`config.mk`:
```
export PLATFORM = sky130hd
export DESIGN_NAME = ubmu_top
export DESIGN_NICKNAME = d
export VERILOG_FILES = /design/src/hw/ubmu_pkg.sv /design/src/hw/ubmu_chan_cmp.sv /design/src/hw/ubmu_exec_cnt.sv /design/src/hw/ubmu_top.sv
export SDC_FILE = /design/constraint.sdc
export NUM_CORES = 1
export LEC_CHECK = 0
export BUFFER_PORTS_ARGS = -buffer_cell sky130_fd_sc_hd__buf_4
export CORE_ASPECT_RATIO = 0.7
export CORE_MARGIN = 2
export CORE_UTILIZATION = 25
export CTS_CLUSTER_DIAMETER = 100
export DETAILED_ROUTE_END_ITERATION = 10
export RECOVER_POWER = 25
export SKIP_CTS_REPAIR_TIMING = 1
export SYNTH_ARGS = -nofsm -noshare
export SYNTH_HDL_FRONTEND = slang
export SYNTH_SLANG_ARGS = --single-unit
```
`constraint.sdc`:
```
create_clock -name CORE_CLK -period 8.6 [get_ports CORE_CLK]
set_input_delay 1.72 -clock CORE_CLK [delete_from_list [all_inputs] [get_ports CORE_CLK]]
set_output_delay 1.72 -clock CORE_CLK [all_outputs]
set_load 0.01 [all_outputs]
```
`src/hw/ubmu_pkg.sv`:
```
package ubmu_pkg;

  // ----------------------------------------------------------------
  // Cycle select encodings
  // ----------------------------------------------------------------
  localparam logic [1:0] KIND_ANY   = 2'h0;
  localparam logic [1:0] KIND_FETCH = 2'h1;
  localparam logic [1:0] KIND_DATA  = 2'h2;

  localparam logic [1:0] RW_ANY     = 2'h0;
  localparam logic [1:0] RW_READ    = 2'h1;
  localparam logic [1:0] RW_WRITE   = 2'h2;

  localparam logic [1:0] SZ_ANY     = 2'h0;
  localparam logic [1:0] SZ_BYTE    = 2'h1;
  localparam logic [1:0] SZ_WORD    = 2'h2;
  localparam logic [1:0] SZ_LONG    = 2'h3;

  // ----------------------------------------------------------------
  // Compare lane masks
  // ----------------------------------------------------------------
  localparam logic [31:0] IGN_LONG  = 32'h0000_0003;
  localparam logic [31:0] IGN_WORD  = 32'h0000_0001;
  localparam logic [31:0] IGN_BYTE  = 32'h0000_0000;
  localparam logic [31:0] LANE_LONG = 32'hFFFF_FFFF;
  localparam logic [31:0] LANE_HALF = 32'h0000_FFFF;

  localparam int unsigned CNT_W     = 16;
  localparam logic [CNT_W-1:0] CNT_ONE = 16'h0001;
  localparam logic [CNT_W-1:0] CNT_ZERO = 16'h0000;

  // ----------------------------------------------------------------
  // Carriers
  // ----------------------------------------------------------------
  typedef struct packed {
    logic [31:0] addr;
    logic [31:0] amask;
    logic [7:0]  address_space_identifier;
    logic        address_space_identifier_en;
    logic        dma_sel;
    logic [1:0]  kind;
    logic [1:0]  rw;
    logic [1:0]  size;
    logic        post_exec;
  } ubmu_chan_t;

  typedef struct packed {
    ubmu_chan_t       a;
    ubmu_chan_t       b;
    logic [31:0]      data;
    logic [31:0]      dmask;
    logic             data_en;
    logic             cnt_en;
    logic [CNT_W-1:0] cnt_limit;
    logic             seq_mode;
  } ubmu_cfg_t;

  typedef struct packed {
    logic        valid;
    logic        dma;
    logic        fetch;
    logic        write;
    logic [1:0]  size;
    logic [31:0] addr;
    logic [31:0] data;
    logic [7:0]  address_space_identifier;
  } ubmu_bus_t;

  typedef enum logic [4:0] {
    TK_NONE   = 5'h01,
    TK_FEXC   = 5'h02,
    TK_PRE    = 5'h04,
    TK_OPND   = 5'h08,
    TK_POST   = 5'h10
  } ubmu_take_t;

  typedef enum logic [1:0] {
    SQ_IDLE  = 2'h1,
    SQ_ARMED = 2'h2
  } ubmu_seq_t;

endpackage

```
`src/hw/ubmu_chan_cmp.sv`:
```
`timescale 1ns/10ps
module ubmu_chan_cmp
  import ubmu_pkg::*;
#(
  parameter bit HAS_DATA = 1'b0
) (
  input  ubmu_chan_t        cfg,
  input  wire logic [31:0]  cdata,
  input  wire logic [31:0]  cdmask,
  input  wire logic         data_en,
  input  ubmu_bus_t         bus,
  output logic              match
);

  logic [31:0] ign;
  logic [31:0] lane;
  logic        addr_ok;
  logic        kind_ok;
  logic        rw_ok;
  logic        size_ok;
  logic        address_space_identifier_ok;
  logic        data_ok;
  logic        never;

  always_comb begin
    case (bus.size)
      SZ_LONG: ign = IGN_LONG;
      SZ_WORD: ign = IGN_WORD;
      default: ign = IGN_BYTE;
    endcase
    lane    = (bus.size == SZ_LONG) ? LANE_LONG : LANE_HALF;
    addr_ok = ((bus.addr ^ cfg.addr) & ~(cfg.amask | ign)) == '0;
    kind_ok = (cfg.kind == KIND_ANY) || ((cfg.kind == KIND_FETCH) == bus.fetch);
    rw_ok   = (cfg.rw == RW_ANY) || ((cfg.rw == RW_WRITE) == bus.write);
    size_ok = (cfg.size == SZ_ANY) || (cfg.size == bus.size);
    address_space_identifier_ok = !cfg.address_space_identifier_en || (bus.address_space_identifier == cfg.address_space_identifier);
    data_ok = !HAS_DATA || !data_en || bus.fetch
              || (((bus.data ^ cdata) & ~cdmask & lane) == '0);
    // Impossible selections are refused outright
    never   = ((cfg.kind == KIND_FETCH) && (cfg.rw == RW_WRITE))
              || ((cfg.kind == KIND_FETCH) && cfg.dma_sel)
              || ((cfg.kind == KIND_FETCH) && cfg.addr[0] && !cfg.amask[0]);
    match   = bus.valid && (bus.dma == cfg.dma_sel) && addr_ok && kind_ok
              && rw_ok && size_ok && address_space_identifier_ok && data_ok && !never;
  end

endmodule

```
`src/hw/ubmu_exec_cnt.sv`:
```
`timescale 1ns/10ps
module ubmu_exec_cnt
  import ubmu_pkg::*;
#(
  parameter int unsigned W = CNT_W
) (
  input  wire logic         clk,
  input  wire logic         arst_n,
  input  wire logic         en,
  input  wire logic         hit,
  input  wire logic [W-1:0] limit,
  output logic              fire
);

  logic [W-1:0] cnt_ff;
  logic [W-1:0] nxt_cnt;
  logic [W-1:0] cnt_inc;

  always_comb begin
    cnt_inc = cnt_ff + W'(1);
    fire    = hit && (!en || (cnt_inc >= limit));
    nxt_cnt = cnt_ff;
    if (!en || fire) begin
      nxt_cnt = '0;
    end else if (hit) begin
      nxt_cnt = cnt_inc;
    end
  end

  always_ff @(posedge clk or negedge arst_n) begin
    if (!arst_n) begin
      cnt_ff <= '0;
    end else begin
      cnt_ff <= nxt_cnt;
    end
  end
endmodule

```
`src/hw/ubmu_top.sv`:
```
`timescale 1ns/10ps
module ubmu_top
  import ubmu_pkg::*;
(
  input  wire logic         CORE_CLK,
  input  wire logic         ARST_N,
  input  wire logic         CFG_WE,
  input  wire logic         CFG_FROM_DMA,
  input  ubmu_cfg_t         CFG_WDATA,
  input  ubmu_bus_t         BUS,
  input  wire logic         FETCH_EXC,
  input  wire logic         INSN_DONE,
  input  wire logic         OPND_EXC,
  input  wire logic         FLAG_CLR_A,
  input  wire logic         FLAG_CLR_B,
  output ubmu_cfg_t         CFG_RDATA,
  output logic              BREAK_REQ,
  output ubmu_take_t        TAKE,
  output logic              FLAG_A,
  output logic              FLAG_B
);

  // ----------------------------------------------------------------
  // Settings
  // ----------------------------------------------------------------
  ubmu_cfg_t cfg_ff;
  ubmu_cfg_t nxt_cfg;

  always_comb begin
    nxt_cfg = cfg_ff;
    // Writer commits at its memory-access stage; DMA masters cannot reach here
    if (CFG_WE && !CFG_FROM_DMA) begin
      nxt_cfg = CFG_WDATA;
    end
  end

  always_ff @(posedge CORE_CLK or negedge ARST_N) begin
    if (!ARST_N) begin
      cfg_ff <= '0;
    end else begin
      cfg_ff <= nxt_cfg;
    end
  end

  // ----------------------------------------------------------------
  // Channel comparators
  // ----------------------------------------------------------------
  logic match_a;
  logic match_b;

  ubmu_chan_cmp #(
    .HAS_DATA (1'b0)
  ) u_cmp_a (
    .cfg     (cfg_ff.a),
    .cdata   (cfg_ff.data),
    .cdmask  (cfg_ff.dmask),
    .data_en (1'b0),
    .bus     (BUS),
    .match   (match_a)
  );

  ubmu_chan_cmp #(
    .HAS_DATA (1'b1)
  ) u_cmp_b (
    .cfg     (cfg_ff.b),
    .cdata   (cfg_ff.data),
    .cdmask  (cfg_ff.dmask),
    .data_en (cfg_ff.data_en),
    .bus     (BUS),
    .match   (match_b)
  );

  logic a_pre;
  logic b_pre;

  assign a_pre = (cfg_ff.a.kind == KIND_FETCH) && !cfg_ff.a.post_exec;
  assign b_pre = (cfg_ff.b.kind == KIND_FETCH) && !cfg_ff.b.post_exec;

  // ----------------------------------------------------------------
  // Sequence tracking
  // ----------------------------------------------------------------
  ubmu_seq_t seq_ff;
  ubmu_seq_t nxt_seq;
  logic      b_seq_hit;
  logic      b_hit;
  logic      fire_b;

  always_comb begin
    // B counts only if A was seen in an earlier bus cycle, or in the same cycle when A is a pre-execution fetch condition
    b_seq_hit = match_b && ((seq_ff == SQ_ARMED)
                || (match_a && a_pre));
    b_hit     = cfg_ff.seq_mode ? b_seq_hit : match_b;
    nxt_seq   = seq_ff;
    case (seq_ff)
      SQ_IDLE: begin
        if (cfg_ff.seq_mode && match_a && !b_seq_hit) begin
          nxt_seq = SQ_ARMED;
        end
      end
      SQ_ARMED: begin
        if (!cfg_ff.seq_mode || fire_b) begin
          nxt_seq = SQ_IDLE;
        end
      end
      default: nxt_seq = SQ_IDLE;
    endcase
  end

  always_ff @(posedge CORE_CLK or negedge ARST_N) begin
    if (!ARST_N) begin
      seq_ff <= SQ_IDLE;
    end else begin
      seq_ff <= nxt_seq;
    end
  end

  ubmu_exec_cnt #(
    .W (CNT_W)
  ) u_cnt_b (
    .clk    (CORE_CLK),
    .arst_n (ARST_N),
    .en     (cfg_ff.cnt_en),
    .hit    (b_hit),
    .limit  (cfg_ff.cnt_limit),
    .fire   (fire_b)
  );

  // ----------------------------------------------------------------
  // Break qualification and exception priority
  // ----------------------------------------------------------------
  logic       qual_a;
  logic       pre_now;
  logic       post_set;
  logic       post_pend_ff;
  logic       nxt_post_pend;
  ubmu_take_t take_ff;
  ubmu_take_t nxt_take;
  logic       brk_ff;
  logic       nxt_brk;

  always_comb begin
    qual_a   = match_a && !cfg_ff.seq_mode;
    pre_now  = (qual_a && a_pre) || (fire_b && b_pre);
    post_set = (qual_a && !a_pre) || (fire_b && !b_pre);
    // Highest priority first
    if (FETCH_EXC) begin
      nxt_take = TK_FEXC;
    end else if (pre_now) begin
      nxt_take = TK_PRE;
    end else if (INSN_DONE && OPND_EXC) begin
      nxt_take = TK_OPND;
    end else if (INSN_DONE && post_pend_ff) begin
      nxt_take = TK_POST;
    end else begin
      nxt_take = TK_NONE;
    end
    nxt_brk       = (nxt_take == TK_PRE) || (nxt_take == TK_POST);
    nxt_post_pend = post_set || (post_pend_ff && !INSN_DONE);
  end

  always_ff @(posedge CORE_CLK or negedge ARST_N) begin
    if (!ARST_N) begin
      take_ff      <= TK_NONE;
      brk_ff       <= 1'b0;
      post_pend_ff <= 1'b0;
    end else begin
      take_ff      <= nxt_take;
      brk_ff       <= nxt_brk;
      post_pend_ff <= nxt_post_pend;
    end
  end

  // ----------------------------------------------------------------
  // Sticky match flags
  // ----------------------------------------------------------------
  logic flag_a_ff;
  logic flag_b_ff;
  logic nxt_flag_a;
  logic nxt_flag_b;

  always_comb begin
    // A set in the clearing cycle wins
    nxt_flag_a = match_a || (flag_a_ff && !FLAG_CLR_A);
    nxt_flag_b = fire_b || (flag_b_ff && !FLAG_CLR_B);
  end

  always_ff @(posedge CORE_CLK or negedge ARST_N) begin
    if (!ARST_N) begin
      flag_a_ff <= 1'b0;
      flag_b_ff <= 1'b0;
    end else begin
      flag_a_ff <= nxt_flag_a;
      flag_b_ff <= nxt_flag_b;
    end
  end

  assign CFG_RDATA = cfg_ff;
  assign BREAK_REQ = brk_ff;
  assign TAKE      = take_ff;
  assign FLAG_A    = flag_a_ff;
  assign FLAG_B    = flag_b_ff;
endmodule

```
==> run metrics <==
status=complete, but fails checks; violated checks=max-capacitance violations, max-slew violations; final hold violations=0; Syn Nets=1330; Synth Register Bits=272; Clock transition at path regs=60 ps; placed cell area=0.0178 sq mm; Synth Area in XOR/XNOR=8.68%; DRC=0; largest family of logic cells by synthesized area=multiplexers; FF-to-FF End=TAKE[4]; library cells used by synthesis=55; maximum clock frequency=0.190 GHz; crit path from=CFG_FROM_DMA; Worst Tran Pin Value=4250 ps; drt total wl=45500 um; setup slack, reg-to-reg=4350 ps; final setup violation count=0; Reg2Reg Depth=14; Skew-Pair Late Insertion Delay=580 ps; # IOs=585; Crit Path Max Fanout=161; fin crit share=61.1%; vias in the first global route=10600; CP arrival=5740 ps; post-synthesis sequential area ratio=54.0%; Root Buffer=clkbuf_16; routability cong.=0.857; GR Overflow Total=0; Worst Skew=22.5 ps; die area=0.0523 sq mm; layout cells sized above 1=55.1%; core area=0.0495 sq mm; DR WL/cell=20.2 um; EDFF count, synth=0; simple-gate share of the synthesized area=6.38%; Setup WS pre-CTS=3270 ps; Worst slew margin=-183%; Final WS setup=3340 ps; Worst Hold End=u_cnt_b.cnt_ff[13]; Post-DP HPWL=35600 um; CTS tree=yes; routed via count=10100; Crit Reg-Reg Startpoint=u_cnt_b.cnt_ff[0]; drt via density=4.46; Max Cap Violations=2; hold wc startpoint=u_cnt_b.cnt_ff[13]; unrepaired setup endpoints after global routing=false; PortBufs=584; first-pass GRT wire length=66000 um; leakage power=8.51 nW; Layout area overhead=48.7%; Yosys warning count=0; Post-Syn Area=0.0126 sq mm; pin count of the biggest net entering global routing=162; Layout Cells excl Fill=2255; pwr/cell area=212 mW/mm^2; antenna violations before repair=3; clk buf depth=3; Total Power=3.97 mW; Die Span Y=192 um; Slew Viols, Final=233; post-route cell area=0.0187 sq mm; Post-Synth Adder-Cell Area=1.69%; hold path cells=1; Peak VDD IR=165 uV; antenna viol nets, final=0; GRT Util Overall=16.6%; cell count after synthesis=981; TritonCTS buffer count=30; CP startpoint kind=primary input; CP Class=primary input to register; ys flop type=dfrtp_1; H-tree levels=1; drt pass-1 iters=4; row cnt=68; mux cell area share after synthesis=20.5%; hold crit path type=register to register; Initial Utilization=25.5%; minimum clock period=5260 ps; fraction of registers with async set/reset=100%; Slowest cell on crit path=clkbuf_2; initial drt markers=468; Cell Count Post-Placement=2198; Die X-Extent=272 um; clk sink count=272; critical path endpoint category=register; Synth Area in Compound Gates=6.80%; Largest stage delay, worst path=2780 ps; Final Net Count=1914; crit path cell chain=clkbuf_4, nor2b_1, clkbuf_2, mux2_2; Setup TNS=0 ps; Required @ worst endpoint=9090 ps; syn avg cell area=12.9 sq um
## worst max-delay path, delay by kind of cell
kind | cells | cell delay, ps
muxes | 1 | 590
buffers and inverters | 2 | 2890
and+or+nand+nor | 1 | 150
## logic make-up (layout without fill, tap and decap cells)
group,count (synthesis),in the layout
buffers and inverters,61,669
and+or+nand+nor,144,144
other,0,1
DFF,272,272
adders and majority gates,17,17
AOI/OAI and AO/OA,132,132
muxes,230,230
xor gates and xnor gates,125,125
## layout by cell type, fill, tap and decap left out, drive strengths merged, types with 2 or more instances in the layout
cell type and instances:
a211oi 6, a21boi 2, a21o 15, a21oi 12, and2 4, and3 4
and4b 2, buf 585, bufinv 3, clkbuf 52, clkinv 6, dfrtp 270
dfstp 2, ha 17, inv 23, mux2 230, nand2 34, nand2b 6
nand3 21, nand3b 11, nand4 8, nor2 16, nor2b 4, nor3 5
nor4 12, o2111ai 2, o211ai 2, o21a 2, o21ai 34, o22ai 45
o31ai 2, o32ai 2, or2 3, or3 9, xnor2 120, xor2 5
## cell usage after synthesis, types with 3 or more instances
cell,count,area (sq um)
buf_2,4,20.0
nor2b_1,4,25.0
nand3_1,20,100
o21ai_1,3,15.0
nand2_1,34,128
a211oi_1,6,45.0
and3_1,4,25.0
o21ai_0,31,155
xnor2_1,120,1050
o22ai_1,45,282
a21oi_1,12,60.1
nor4_1,10,62.6
or3_1,9,56.3
mux2_2,230,2590
inv_1,23,86.3
xor2_1,5,43.8
nor3_1,5,25.0
dfrtp_1,270,6760
and2_1,4,25.0
nand4_1,8,50.1
a21o_1,15,113
nand2b_1,6,37.5
ha_1,17,213
clkbuf_1,32,120
nor2_1,15,56.3
nand3b_1,11,82.6
## cell type report
class / count / area, sq um
timing repair buffer: 590 / 4430
tap: 665 / 832
sequential: 272 / 6810
clock inverter: 9 / 124
inverter: 23 / 86.3
clock buffer: 47 / 896
fill: 4883 / 30800
antenna: 1 / 2.50
multi-input combinational: 648 / 5570
## registers in the layout, summed over array words and instances, names as in the netlist
signal,cells
BREAK_REQ,1
CFG_RDATA,245
FLAG_A,1
FLAG_B,1
TAKE,5
post_pend_ff,1
seq_ff,2
u_cnt_b.cnt_ff,16
## worst max-delay path by stage
| stage | end | slack [ps] | cells past startpoint |
|---|---|---|---|
| 5_1_grt | CFG_RDATA[169] | 2740 | 2 |
| 3_5_place_dp | TAKE[3] | 3270 | 9 |
| 4_1_cts | TAKE[3] | 3890 | 9 |
| 3_3_place_gp | TAKE[3] | 3290 | 9 |
| 6_report | CFG_RDATA[230] | 3340 | 4 |
| 2_1_floorplan | TAKE[3] | 5090 | 8 |
## metrics by stage
step                hold WS, ps  utilization [%]
floorplan                   473                -
finish                      524             37.9
global route                561             37.9
CTS                         530             37.9
detailed placement          515             35.9
global placement            486             35.9
## report_power, final
part	switching (mW)	internal, mW
Clock	0.549	0.801
Sequential	0.188	1.45
Combinational	0.424	0.562
Total	1.16	2.81
## layer usage
layer / track usage (%) / share of wire (%) / up-vias / wire (um)
li1: - / - / 4701 / -
met1: 22.6 / 44 / 4960 / 20200
met2: 26.7 / 47 / 328 / 21400
met3: 3.56 / 6.0 / 61 / 2720
met4: 4.10 / 2.6 / 0 / 1190
met5: 0 / 0 / - / 0
No activity file was read; power rests on OpenSTA's default activity.
